$ cat src/common/serial_link_pkg.sv
// Shared constants, types and helpers for the host serial port and its host partner
package serial_link_pkg;
	localparam int CLK_HZ = 200_000_000;
	localparam int BAUD_DEFAULT = 9600;
	localparam int DATA_BITS = 8;
	localparam int CTS_HYSTERESIS = 16;
	localparam int TX_DEPTH = 8;
	localparam int RX_DEPTH = 64;
	localparam int STOP_THRESHOLD_DEFAULT = 48;
	localparam int CNT_W = 16;
	localparam logic LINE_IDLE = 1'b1;
	localparam logic START_LEVEL = 1'b0;
	localparam logic STOP_LEVEL = 1'b1;

	typedef enum logic [1:0] {UART_IDLE, UART_START, UART_DATA, UART_STOP} uart_state_type;

	// Clock cycles in one bit period
	function automatic int bitCycles(input int clkHz, input int baud);
		return clkHz / baud;
	endfunction
endpackage

$ cat src/common/serial_link_if.sv
// Serial link wires between the radio module and its host
`timescale 1ns/10ps
`default_nettype none
interface serial_link_if;
	logic devTx;
	logic hostTx;
	logic ctsN;
	logic rtsN;
	modport device (output devTx, output ctsN, input hostTx, input rtsN);
	modport host (input devTx, input ctsN, output hostTx, output rtsN);
endinterface
`default_nettype wire

$ cat src/rtl/host_serial_device.sv
// Module-side serial port: receive buffer, transmit buffer, UART and flow control
`timescale 1ns/10ps
`default_nettype none
module byte_fifo #(
	parameter int WIDTH = 8,
	parameter int DEPTH = serial_link_pkg::TX_DEPTH
) (
	input wire logic clk,
	input wire logic reset,
	input wire logic clkEn,
	input wire logic [WIDTH-1:0] inData,
	input wire logic inValid,
	output logic inReady,
	output logic [WIDTH-1:0] outData,
	output logic outValid,
	input wire logic outReady,
	output logic [$clog2(DEPTH):0] count
);
	localparam int AW = $clog2(DEPTH);
	logic [WIDTH-1:0] mem [DEPTH];
	logic [AW-1:0] wrPtr_r, wrPtr_nxt, rdPtr_r, rdPtr_nxt;
	logic [AW:0] count_r, count_nxt;
	logic doWrite, doRead;

	function automatic logic [AW-1:0] bump(input logic [AW-1:0] p);
		return (p == AW'(DEPTH - 1)) ? '0 : p + 1'b1;
	endfunction

	assign inReady = (count_r != (AW + 1)'(DEPTH));
	assign outValid = (count_r != '0);
	assign outData = mem[rdPtr_r];
	assign count = count_r;
	assign doWrite = inValid && inReady;
	assign doRead = outValid && outReady;

	always_comb begin
		wrPtr_nxt = doWrite ? bump(wrPtr_r) : wrPtr_r;
		rdPtr_nxt = doRead ? bump(rdPtr_r) : rdPtr_r;
		count_nxt = count_r;
		if (doWrite && !doRead) begin
			count_nxt = count_r + 1'b1;
		end else if (doRead && !doWrite) begin
			count_nxt = count_r - 1'b1;
		end
	end

	always_ff @(posedge clk) begin
		if (reset) begin
			wrPtr_r <= '0;
			rdPtr_r <= '0;
			count_r <= '0;
		end else if (clkEn) begin
			wrPtr_r <= wrPtr_nxt;
			rdPtr_r <= rdPtr_nxt;
			count_r <= count_nxt;
		end
	end

	always_ff @(posedge clk) begin
		if (clkEn && doWrite) begin
			mem[wrPtr_r] <= inData;
		end
	end
endmodule

////////////////////////////////////////////////////////////////////////////////
// Behaviour
// - Host holds serial input high when idle
// - Frame: low start, 8 data LSB first, high stop
// - Both ends share baud and format settings
// - Received characters wait in receive buffer
// - Radio packet bytes sent out in order
// - Drop whole packet when transmit space short
// - Hold receive drain during radio reception
// - Keep receive contents during routing delays
// - CTS pauses host; host obeys pause
// - RTS hold-off stops module transmission
// - CTS and RTS control enabled separately
// - CTS high at threshold, low below threshold-16
// - No transmission while RTS high, enabled
module host_serial_device #(
	parameter int BIT_CYCLES = serial_link_pkg::bitCycles(serial_link_pkg::CLK_HZ,
		serial_link_pkg::BAUD_DEFAULT),
	parameter int RX_DEPTH = serial_link_pkg::RX_DEPTH,
	parameter int TX_DEPTH = serial_link_pkg::TX_DEPTH
) (
	input wire logic clk,
	input wire logic reset,
	input wire logic clkEn,
	serial_link_if.device link,
	input wire logic rtsFlowEnable,
	input wire logic ctsFlowEnable,
	input wire logic [7:0] flowStopThreshold,
	input wire logic radioRxActive,
	input wire logic routeHold,
	output logic [7:0] rxData,
	output logic rxValid,
	input wire logic rxReady,
	output logic rxFrameErr,
	output logic rxOverrun,
	input wire logic [7:0] pktData,
	input wire logic pktValid,
	input wire logic pktFirst,
	input wire logic [7:0] pktLen,
	output logic pktReady,
	output logic pktDropped
);
	localparam int CW = serial_link_pkg::CNT_W;
	localparam logic [CW-1:0] FULL_BIT = CW'(BIT_CYCLES - 1);
	localparam logic [CW-1:0] HALF_BIT = CW'(BIT_CYCLES / 2 - 1);
	localparam logic [2:0] LAST_BIT = 3'(serial_link_pkg::DATA_BITS - 1);
	localparam logic [8:0] HYST = 9'(serial_link_pkg::CTS_HYSTERESIS);

	////////////////////////////////////////////////////////////////////////////
	// Pin synchronisers
	logic rxS1_r, rxS2_r, rxS3_r, rtsS1_r, rtsS2_r;
	always_ff @(posedge clk) begin
		if (reset) begin
			rxS1_r <= 1'b1;
			rxS2_r <= 1'b1;
			rxS3_r <= 1'b1;
			rtsS1_r <= 1'b0;
			rtsS2_r <= 1'b0;
		end else if (clkEn) begin
			rxS1_r <= link.hostTx;
			rxS2_r <= rxS1_r;
			rxS3_r <= rxS2_r;
			rtsS1_r <= link.rtsN;
			rtsS2_r <= rtsS1_r;
		end
	end

	////////////////////////////////////////////////////////////////////////////
	// Receiver
	serial_link_pkg::uart_state_type rxSt_r, rxSt_nxt;
	logic [CW-1:0] rxCnt_r, rxCnt_nxt;
	logic [2:0] rxBit_r, rxBit_nxt;
	logic [7:0] rxShift_r, rxShift_nxt;
	logic rxPush, rxErr_nxt, rxFifoReady, rxOver_nxt;

	always_comb begin
		rxSt_nxt = rxSt_r;
		rxCnt_nxt = rxCnt_r;
		rxBit_nxt = rxBit_r;
		rxShift_nxt = rxShift_r;
		rxPush = 1'b0;
		rxErr_nxt = 1'b0;
		case (rxSt_r)
			serial_link_pkg::UART_IDLE: begin
				if (rxS3_r && !rxS2_r) begin
					rxSt_nxt = serial_link_pkg::UART_START;
					rxCnt_nxt = HALF_BIT;
				end
			end
			serial_link_pkg::UART_START: begin
				if (rxCnt_r != '0) begin
					rxCnt_nxt = rxCnt_r - 1'b1;
				end else if (rxS2_r == serial_link_pkg::START_LEVEL) begin
					rxSt_nxt = serial_link_pkg::UART_DATA;
					rxCnt_nxt = FULL_BIT;
					rxBit_nxt = '0;
				end else begin
					rxSt_nxt = serial_link_pkg::UART_IDLE;
				end
			end
			serial_link_pkg::UART_DATA: begin
				if (rxCnt_r != '0) begin
					rxCnt_nxt = rxCnt_r - 1'b1;
				end else begin
					rxShift_nxt = {rxS2_r, rxShift_r[7:1]};
					rxCnt_nxt = FULL_BIT;
					rxBit_nxt = rxBit_r + 1'b1;
					if (rxBit_r == LAST_BIT) begin
						rxSt_nxt = serial_link_pkg::UART_STOP;
					end
				end
			end
			default: begin
				if (rxCnt_r != '0) begin
					rxCnt_nxt = rxCnt_r - 1'b1;
				end else begin
					rxSt_nxt = serial_link_pkg::UART_IDLE;
					rxPush = (rxS2_r == serial_link_pkg::STOP_LEVEL);
					rxErr_nxt = (rxS2_r != serial_link_pkg::STOP_LEVEL);
				end
			end
		endcase
		rxOver_nxt = rxPush && !rxFifoReady;
	end

	always_ff @(posedge clk) begin
		if (reset) begin
			rxSt_r <= serial_link_pkg::UART_IDLE;
			rxCnt_r <= '0;
			rxBit_r <= '0;
			rxShift_r <= '0;
			rxFrameErr <= 1'b0;
			rxOverrun <= 1'b0;
		end else if (clkEn) begin
			rxSt_r <= rxSt_nxt;
			rxCnt_r <= rxCnt_nxt;
			rxBit_r <= rxBit_nxt;
			rxShift_r <= rxShift_nxt;
			rxFrameErr <= rxErr_nxt;
			rxOverrun <= rxOver_nxt;
		end
	end

	////////////////////////////////////////////////////////////////////////////
	// Receive buffer, drain stage and CTS
	logic [7:0] rxFifoData;
	logic rxFifoValid, rxPop, rxValid_nxt, ctsN_r, ctsN_nxt;
	logic [7:0] rxData_nxt;
	logic [$clog2(RX_DEPTH):0] rxCount;
	logic [8:0] occ;

	byte_fifo #(.WIDTH(8), .DEPTH(RX_DEPTH)) rxBuf (
		.clk(clk), .reset(reset), .clkEn(clkEn),
		.inData(rxShift_r), .inValid(rxPush), .inReady(rxFifoReady),
		.outData(rxFifoData), .outValid(rxFifoValid), .outReady(rxPop),
		.count(rxCount)
	);

	always_comb begin
		rxPop = rxFifoValid && !radioRxActive && !routeHold && (!rxValid || rxReady);
		rxValid_nxt = rxPop ? 1'b1 : (rxReady ? 1'b0 : rxValid);
		rxData_nxt = rxPop ? rxFifoData : rxData;
		occ = 9'(rxCount);
		ctsN_nxt = ctsN_r;
		if (!ctsFlowEnable) begin
			ctsN_nxt = 1'b0;
		end else if (occ >= {1'b0, flowStopThreshold}) begin
			ctsN_nxt = 1'b1;
		end else if (occ + HYST < {1'b0, flowStopThreshold}) begin
			ctsN_nxt = 1'b0;
		end
	end

	always_ff @(posedge clk) begin
		if (reset) begin
			rxValid <= 1'b0;
			rxData <= '0;
			ctsN_r <= 1'b0;
		end else if (clkEn) begin
			rxValid <= rxValid_nxt;
			rxData <= rxData_nxt;
			ctsN_r <= ctsN_nxt;
		end
	end
	assign link.ctsN = ctsN_r;

	////////////////////////////////////////////////////////////////////////////
	// Transmit buffer with whole-packet drop
	logic dropping_r, dropping_nxt, dropNow, txFifoReady, txFifoValid, txPop, dropped_nxt;
	logic [7:0] txFifoData, freeSpace;
	logic [$clog2(TX_DEPTH):0] txCount;

	always_comb begin
		freeSpace = 8'(TX_DEPTH) - 8'(txCount);
		dropNow = pktFirst ? (pktLen > freeSpace) : dropping_r;
		dropping_nxt = (pktValid && pktFirst) ? dropNow : dropping_r;
		dropped_nxt = pktValid && pktFirst && dropNow;
		pktReady = dropNow ? 1'b1 : txFifoReady;
	end

	always_ff @(posedge clk) begin
		if (reset) begin
			dropping_r <= 1'b0;
			pktDropped <= 1'b0;
		end else if (clkEn) begin
			dropping_r <= dropping_nxt;
			pktDropped <= dropped_nxt;
		end
	end

	byte_fifo #(.WIDTH(8), .DEPTH(TX_DEPTH)) txBuf (
		.clk(clk), .reset(reset), .clkEn(clkEn),
		.inData(pktData), .inValid(pktValid && !dropNow), .inReady(txFifoReady),
		.outData(txFifoData), .outValid(txFifoValid), .outReady(txPop),
		.count(txCount)
	);

	////////////////////////////////////////////////////////////////////////////
	// Transmitter
	serial_link_pkg::uart_state_type txSt_r, txSt_nxt;
	logic [CW-1:0] txCnt_r, txCnt_nxt;
	logic [2:0] txBit_r, txBit_nxt;
	logic [7:0] txShift_r, txShift_nxt;
	logic txLine_r, txLine_nxt;

	always_comb begin
		txSt_nxt = txSt_r;
		txCnt_nxt = txCnt_r;
		txBit_nxt = txBit_r;
		txShift_nxt = txShift_r;
		txLine_nxt = txLine_r;
		txPop = 1'b0;
		case (txSt_r)
			serial_link_pkg::UART_IDLE: begin
				if (txFifoValid && !(rtsFlowEnable && rtsS2_r)) begin
					txPop = 1'b1;
					txShift_nxt = txFifoData;
					txLine_nxt = serial_link_pkg::START_LEVEL;
					txCnt_nxt = FULL_BIT;
					txSt_nxt = serial_link_pkg::UART_START;
				end
			end
			serial_link_pkg::UART_START: begin
				if (txCnt_r != '0) begin
					txCnt_nxt = txCnt_r - 1'b1;
				end else begin
					txLine_nxt = txShift_r[0];
					txBit_nxt = '0;
					txCnt_nxt = FULL_BIT;
					txSt_nxt = serial_link_pkg::UART_DATA;
				end
			end
			serial_link_pkg::UART_DATA: begin
				if (txCnt_r != '0) begin
					txCnt_nxt = txCnt_r - 1'b1;
				end else begin
					txShift_nxt = {1'b0, txShift_r[7:1]};
					txBit_nxt = txBit_r + 1'b1;
					txCnt_nxt = FULL_BIT;
					if (txBit_r == LAST_BIT) begin
						txLine_nxt = serial_link_pkg::STOP_LEVEL;
						txSt_nxt = serial_link_pkg::UART_STOP;
					end else begin
						txLine_nxt = txShift_r[1];
					end
				end
			end
			default: begin
				if (txCnt_r != '0) begin
					txCnt_nxt = txCnt_r - 1'b1;
				end else begin
					txSt_nxt = serial_link_pkg::UART_IDLE;
				end
			end
		endcase
	end

	always_ff @(posedge clk) begin
		if (reset) begin
			txSt_r <= serial_link_pkg::UART_IDLE;
			txCnt_r <= '0;
			txBit_r <= '0;
			txShift_r <= '0;
			txLine_r <= serial_link_pkg::LINE_IDLE;
		end else if (clkEn) begin
			txSt_r <= txSt_nxt;
			txCnt_r <= txCnt_nxt;
			txBit_r <= txBit_nxt;
			txShift_r <= txShift_nxt;
			txLine_r <= txLine_nxt;
		end
	end
	assign link.devTx = txLine_r;
endmodule
`default_nettype wire

$ cat src/flat_wrapper.sv
// flat-port wrapper written by rule: the top's interface ports become plain ports
module host_serial_device_flat 
#(
	parameter int BIT_CYCLES = serial_link_pkg::bitCycles(serial_link_pkg::CLK_HZ,
		serial_link_pkg::BAUD_DEFAULT),
	parameter int RX_DEPTH = serial_link_pkg::RX_DEPTH,
	parameter int TX_DEPTH = serial_link_pkg::TX_DEPTH
)
  (clk, reset, clkEn, rtsFlowEnable, ctsFlowEnable, flowStopThreshold, radioRxActive, routeHold, rxData, rxValid, rxReady, rxFrameErr, rxOverrun, pktData, pktValid, pktFirst, pktLen, pktReady, pktDropped, link_devTx, link_ctsN, link_hostTx, link_rtsN);
  serial_link_if link_i ();
  input wire logic clk;
  input wire logic reset;
  input wire logic clkEn;
  input wire logic rtsFlowEnable;
  input wire logic ctsFlowEnable;
  input wire logic [7:0] flowStopThreshold;
  input wire logic radioRxActive;
  input wire logic routeHold;
  output logic [7:0] rxData;
  output logic rxValid;
  input wire logic rxReady;
  output logic rxFrameErr;
  output logic rxOverrun;
  input wire logic [7:0] pktData;
  input wire logic pktValid;
  input wire logic pktFirst;
  input wire logic [7:0] pktLen;
  output logic pktReady;
  output logic pktDropped;
  output wire logic [$bits(link_i.devTx)-1:0] link_devTx;
  output wire logic [$bits(link_i.ctsN)-1:0] link_ctsN;
  input wire logic [$bits(link_i.hostTx)-1:0] link_hostTx;
  input wire logic [$bits(link_i.rtsN)-1:0] link_rtsN;
  assign link_devTx = link_i.devTx;
  assign link_ctsN = link_i.ctsN;
  assign link_i.hostTx = link_hostTx;
  assign link_i.rtsN = link_rtsN;
  host_serial_device #(.BIT_CYCLES(BIT_CYCLES), .RX_DEPTH(RX_DEPTH), .TX_DEPTH(TX_DEPTH)) u_core (.clk(clk), .reset(reset), .clkEn(clkEn), .link(link_i), .rtsFlowEnable(rtsFlowEnable), .ctsFlowEnable(ctsFlowEnable), .flowStopThreshold(flowStopThreshold), .radioRxActive(radioRxActive), .routeHold(routeHold), .rxData(rxData), .rxValid(rxValid), .rxReady(rxReady), .rxFrameErr(rxFrameErr), .rxOverrun(rxOverrun), .pktData(pktData), .pktValid(pktValid), .pktFirst(pktFirst), .pktLen(pktLen), .pktReady(pktReady), .pktDropped(pktDropped));
endmodule
$ cat config.mk
export PLATFORM = sky130hd
export DESIGN_NAME = host_serial_device_flat
export DESIGN_NICKNAME = d
export VERILOG_FILES = /design/src/common/serial_link_pkg.sv /design/src/common/serial_link_if.sv /design/src/rtl/host_serial_device.sv /design/src/flat_wrapper.sv
export SDC_FILE = /design/constraint.sdc
export NUM_CORES = 1
export LEC_CHECK = 0
export BUFFER_PORTS_ARGS = -buffer_cell sky130_fd_sc_hd__buf_4
export CAP_MARGIN = 20
export CORE_UTILIZATION = 50
export CTS_BUF_LIST = sky130_fd_sc_hd__clkbuf_2
export DETAILED_ROUTE_END_ITERATION = 10
export PLACE_DENSITY = 0.66
export SKIP_CTS_REPAIR_TIMING = 1
export SLEW_MARGIN = 5
export SYNTH_ARGS = -nofsm -noshare
export SYNTH_HDL_FRONTEND = slang
export SYNTH_SLANG_ARGS = --single-unit
$ cat constraint.sdc
create_clock -name clk -period 4.5 [get_ports clk]
set_input_delay 0.225 -clock clk [delete_from_list [all_inputs] [get_ports clk]]
set_output_delay 0.225 -clock clk [all_outputs]
set_load 0.01 [all_outputs]
Word-level counts from Yosys, hierarchy flattened. Memory sizes are Yosys's and may differ from the RTL's. A register that Yosys moved wholly into a read port is not among the register bits. Cells that the tools add are included.

Register bits: 99. Memories: 2. Input port bits: 36. RAM bits: 576.

Memories: u_core.rxBuf.mem (words 64, bits a word 8, read ports 1, clocked after memory_dff 1, write ports 1, line host_serial_device.sv:20) `logic [WIDTH-1:0] mem [DEPTH];`; u_core.txBuf.mem (words 8, bits a word 8, read ports 1, clocked after memory_dff 1, write ports 1, line host_serial_device.sv:20).

Reduce and logical (&&, ||, !) cells: 68. Add/sub/neg operators: 14. Eq/ne operators: 25. Multiplexer cells: 65. Bitwise operators: 2. $lt $le $gt $ge: 3.

Operators with widths (count): 16-bit two-way mux (8); 16-bit one-hot mux with 3 select lines (1); 16-bit one-hot mux with 2 select lines (1); 16-bit nonzero test (2); 16-bit by 1-bit subtractor with 16-bit output, second input constant (2); 3-bit two-way mux (9); 2-bit two-way mux (11); 1-bit two-way mux (21); 1-bit logical AND (20); 2-bit AND reduction (10); 8-bit two-way mux (2); 8-bit one-hot mux with 2 select lines (1); 7-bit two-way mux (2); 2-bit inequality test, second input constant (7); 3-bit by 1-bit adder with 3-bit output, second input constant (4); 6-bit by 1-bit adder with 6-bit output, second input constant (2); 3-bit equality test, second input constant (4); 6-bit equality test, second input constant (2); 6-bit two-way mux (2); 2-bit one-hot mux with 3 select lines (2); 3-bit one-hot mux with 2 select lines (2); 4-bit AND reduction (3); 6-bit AND reduction (2); 2-bit nonzero test (6); other kinds (29) (51).

Depth between registers and ports, before layout.
Depth after elaboration: 10. Gate-level depth with buffers: 19. Depth with buffers taken out: 19.

By module. Synthesis repeated with hierarchy kept, for this count alone.

Cells, all modules: 1833. Area total of the unflattened synthesis: 29291.8 µm².

Modules (own cells, without submodules): byte_fifo (u_core.rxBuf) (instances 1, cells each 1112, area each 21509.4 µm²); host_serial_device (instances 1, cells each 556, area each 4704.5 µm²); byte_fifo (u_core.txBuf) (instances 1, cells each 165, area each 3078.0 µm²).

Worst setup path before layout. Ideal clock, no wire load.

Path kind: reg-to-reg. Start: reg u_core.txBuf.count_r[0], in the netlist u_core.txBuf.count[0]. End: reg u_core.txBuf.count_r[3], in the netlist u_core.txBuf.count[3]. Data required time: 4.372 ns. Stages on the path, launching flop included: 20. Library setup time: 0.128 ns. Arrival time: 3.188 ns. Buffers on the path: 0. Path slack: 1.185 ns. Cell sequence: dfxtp_1 inv_1 ha_1 nand2b_1 nand2_1 ha_1 a21o_1 a21oi_1 nor2b_1 o31a_1 nor2_1 ha_1 inv_1 ha_1 a21o_1 a21oi_1 xnor2_1 nand2_1 xnor2_1 nor2_1.

Longest elaborated chain between the ends: 10. Elaborated cells between the ends (all ways): 22.

Ends and longest elaborated chain: start: declaration (line host_serial_device.sv:22) `logic [AW:0] count_r, count_nxt;`; start signal: assignment (line host_serial_device.sv:55) `count_r <= count_nxt;`; 4-bit by 4-bit subtractor with 5-bit output (line host_serial_device.sv:259) `freeSpace = 8'(TX_DEPTH) - 8'(txCount);`; 8-bit > comparator (line host_serial_device.sv:260) `dropNow = pktFirst ? (pktLen > freeSpace) : dropping_r;`; 1-bit two-way mux (line host_serial_device.sv:260); 1-bit logical NOT (line host_serial_device.sv:278) `.inData(pktData), .inValid(pktValid && !dropNow), .inReady(txFifoReady),`; 1-bit logical AND (line host_serial_device.sv:278); 1-bit logical AND (line host_serial_device.sv:33) `assign doWrite = inValid && inReady;`; 1-bit logical NOT (line host_serial_device.sv:42) `end else if (doRead && !doWrite) begin`; 1-bit logical AND (line host_serial_device.sv:42); 2-bit nonzero test (no source line); 2-bit AND reduction (no source line).

Several ways; a longest one is shown, not always the timed one. The select of a mux whose other input is x is not followed. A chain may end at the register's enable or synchronous reset.

Final worst setup path.
Start: reg u_core.rxCnt_r[0]. End: mem u_core.rxBuf.mem[41][5], enable pin.

Longest elaborated chain between the ends: 7.

Ends and longest elaborated chain: start: declaration (line host_serial_device.sv:136) `logic [CW-1:0] rxCnt_r, rxCnt_nxt;`; start signal: assignment (line host_serial_device.sv:201) `rxCnt_r <= rxCnt_nxt;`; 16-bit nonzero test (line host_serial_device.sv:179) `if (rxCnt_r != '0) begin`; 1-bit two-way mux (line host_serial_device.sv:179); 1-bit two-way mux (line host_serial_device.sv:148) `case (rxSt_r)`; 1-bit logical AND (line host_serial_device.sv:33); 1-bit logical AND (line host_serial_device.sv:60) `if (clkEn && doWrite) begin`; 1-bit two-way mux (line host_serial_device.sv:60); 1-bit two-way mux (implied by the code) (line host_serial_device.sv:61) `mem[wrPtr_r] <= inData;`; end: declaration (line host_serial_device.sv:20).

Every way passes these cells.

==> flow_summary_export.csv <==
group,metric,value,unit
sta,max_freq,246,MHz
setup_path,crit_chain,"inv_1, ha_1, or4b_2, nor4_4, nand3_1, nor2_1, nand3b_1, nor2_1",
floorplan,fp.dieW,242,microns
route,first_pass_iters,5,
placed_design,place_ws,0.560,ns
placed_design,dp_hpwl,41.1,mm
synthesis,synth_top_flop_cell,"edfxtp_1",
clocking,root_buffer,"clkbuf_2",
synthesis,synthCells,1885,
sta,tightest_slew,0.986,ns
global_route,grt_max_degree,77,
setup_path,cp-start-kind,"register",
min_path,hp-class,"in2reg",
sta,finalSetupViolCount,0,
global_route,grt-ovfl-total,0,
synthesis,ys_types,77,
floorplan,pin_count,51,
setup_path,end_kind,"register",
power,power.density,402,nW/um^2
sta,finalCritPeriodShare,90.2,%
global_route,grt_pass1_vias,17400,
synthesis,syn_area_per_cell,15.2,sq um
run,drv_cap,0,
min_path,hp-start,"routeHold",
clocking,clk_latency,1.36,ns
final_layout,area_growth,12.6,%
global_route,antenna_found_initial,2,
final_layout,drive_above_1_share,22.9,%
clocking,clk_pin_slew,0.10,ns
route,routed_wl,68.9,mm
setup_path,worstPathRequired,5.42,ns
sta,relSlewSlack,33.8,%
setup_path,timing_worst_setup_path_type,"reg2reg",
setup_path,startpoint,"u_core.rxCnt_r[0]",
synthesis,async_flop_share,0,%
route,ant_nets,0,
floorplan,die-area,58400,sq um
synthesis,yosys_warnings,0,
setup_path,cpMostUsedCell,"nor2_1",
synthesis,synth_edf_count,576,
power,power,13.0,mW
placed_design,placed_cells_incl_taps,2643,
sta,rsz0062_at_grt,"no",
floorplan,rows,87,
clocking,cts_tree,"yes",
synthesis,syn_nets,1976,
setup_path,r2r_start,"u_core.rxCnt_r[0]",
setup_path,reg2regPathDepth,8,
sta,drv_slew,0,
clocking,cts_sinks,686,
setup_path,slowest_stage,"nor2_1",
final_layout,fin_nets,2207,
status,status,"finished clean",
floorplan,die_h,242,microns
synthesis,ys_ff_latch,686,
placed_design,gp_congestion,0.855,
setup_path,endpoint,"u_core.rxBuf.mem[41][5]",
synthesis,yosysSeqAreaShare,67.9,%
sta,finalHoldViolCount,0,
route,drt-vias-per-instance,5.82,
sta,fin_ws,0.443,ns
global_route,grt_pass1_wl,104,mm
setup_path,critical_path.max_stage_delay,0.83,ns
power,p_leak,11.6,nW
global_route,grtUsageTotal,23.6,%
sta,fin_skew,0.0951,ns
sta,period_needed,4.06,ns
floorplan,fp.coreArea,56500,sq um
route,vias,17500,
floorplan,initial_core_util,50.8,%
route,detail_route.iter0.violations,1649,
final_layout,stdcell_count,3012,
route,wl_per_cell,22.9,microns
clocking,h-tree-depth,4,
setup_path,cp_max_fo,8,
clocking,cts-buffers-inserted,168,
setup_path,crit_arrival,4.98,ns
final_layout,post-route-util,57.2,%
synthesis,synth_area,28700,sq um
sta,tns,0,ns
power,peakVddDrop,0.226,mV
route,drcViolationCount,0,
clocking,clk_path_buf_depth,3,
setup_path,rrSetupSlack,0.44,ns
setup_path,r2r_end,"u_core.rxBuf.mem[41][5]",
placed_design,port_buffers,50,
cell usage after synthesis, types with 8 or more instances:
| library cell | number | area share, % |
|---|---|---|
| ha_1 | 53 | 2.3 |
| nand2_1 | 107 | 1.4 |
| nand4_1 | 12 | 0.26 |
| mux2i_1 | 126 | 4.4 |
| nor2_1 | 151 | 2.0 |
| clkbuf_1 | 57 | 0.75 |
| dfxtp_1 | 110 | 7.7 |
| a21oi_1 | 84 | 1.5 |
| nand3_1 | 38 | 0.66 |
| or2_2 | 10 | 0.22 |
| inv_1 | 44 | 0.58 |
| buf_1 | 17 | 0.22 |
| nor2b_1 | 20 | 0.44 |
| buf_2 | 23 | 0.40 |
| o211ai_1 | 8 | 0.21 |
| a31oi_1 | 9 | 0.20 |
| xnor2_1 | 19 | 0.58 |
| nor3_1 | 37 | 0.65 |
| or4_1 | 9 | 0.24 |
| a22oi_1 | 39 | 1.0 |
| nand3b_1 | 8 | 0.21 |
| nor4_1 | 11 | 0.24 |
| o21ai_0 | 48 | 0.84 |
| a211oi_1 | 8 | 0.21 |
| mux4_2 | 101 | 7.9 |
| edfxtp_1 | 576 | 60 |
| nand2b_1 | 11 | 0.24 |
| or3_1 | 14 | 0.31 |
stage by stage:
stage                     hold slack (ns)  area (sq um)
after floorplan                     0.324         28700
after global placement              0.431         30100
after detailed placement            0.439         30100
after CTS                           -1.04         31700
after global routing             -0.00408         32300
final                               0.101         32300
area by class of cell:
class / instances / area [sq um]
Fill cell: 4448 / 24200
Sequential cell: 686 / 19500
Inverter: 44 / 165
Antenna cell: 3 / 7.51
Multi-Input combinational cell: 1055 / 8630
Clock inverter: 73 / 450
Tap cell: 756 / 946
Timing Repair Buffer: 161 / 1400
Clock buffer: 234 / 1170
how the worst min path moves through the flow:
stage                                  end  cells past startpoint
CTS                 u_core.txBuf.mem[2][4]                      1
finish                    u_core.rxData[7]                      7
detailed placement        u_core.link.ctsN                      2
floorplan           u_core.txBuf.mem[0][0]                      0
global route              u_core.link.ctsN                      6
global placement          u_core.link.ctsN                      2
report_power, final:
part	total, mW	leakage (nW)	internal [mW]	switching [mW]
Sequential	7.08	7.10	6.92	0.159
Combinational	1.65	3.34	0.746	0.900
Clock	4.25	1.20	1.72	2.53
layout by cell type, fill, tap and decap left out, types with 11 or more instances in the layout:
| master | count |
|---|---|
| nor3_1 | 37 |
| clkinv_2 | 19 |
| mux4_2 | 101 |
| nand2b_1 | 11 |
| clkbuf_2 | 234 |
| nor2b_1 | 20 |
| or3_1 | 14 |
| dlygate4sd3_1 | 58 |
| clkinv_1 | 41 |
| a22oi_1 | 39 |
| nor2_1 | 151 |
| dfxtp_4 | 11 |
| nor4_1 | 11 |
| edfxtp_1 | 576 |
| dfxtp_1 | 99 |
| o21ai_0 | 47 |
| a21oi_1 | 84 |
| inv_1 | 44 |
| buf_4 | 99 |
| xnor2_1 | 19 |
| nand3_1 | 38 |
| nand2_1 | 107 |
| nand4_1 | 12 |
| mux2i_1 | 126 |
| ha_1 | 53 |
worst max-delay path: cells and delay by family, from the launching register on:
kind	cells	cell delay (ns)
AND/OR/NAND/NOR	6	3.09
flip-flops	1	0.35
adder cells (fa/ha/maj)	1	0.15
buffers and inverters	1	0.10
sequential cells by signal, summed over array words and instances (netlist names), 6 cells and up, named ones only:
| register | cells |
|---|---|
| u_core.rxData | 8 |
| u_core.rxBuf.rdPtr_r | 6 |
| u_core.rxCnt_r | 16 |
| u_core.rxShift_r | 8 |
| u_core.txBuf.mem | 64 |
| u_core.rxBuf.wrPtr_r | 6 |
| u_core.txCnt_r | 16 |
| u_core.txShift_r | 8 |
| u_core.rxBuf.count | 7 |
| u_core.rxBuf.mem | 512 |
kinds of logic after synthesis:
logic type / share of synthesized area, %
fa+ha+maj: 2.45
buf+inv: 2.04
simple gates: 7.87
mux: 12.6
xor+xnor: 0.732
flops: 67.9
compound gates: 6.38
metal layers:
metal	wire, microns	part of all wire, %	track usage (%)
met3	5180	7.5	6.49
met5	0	0	0
met2	32600	47	36.4
met1	29600	43	32.3
met4	1530	2.2	8.26
No activity file was read; power rests on OpenSTA's default activity.
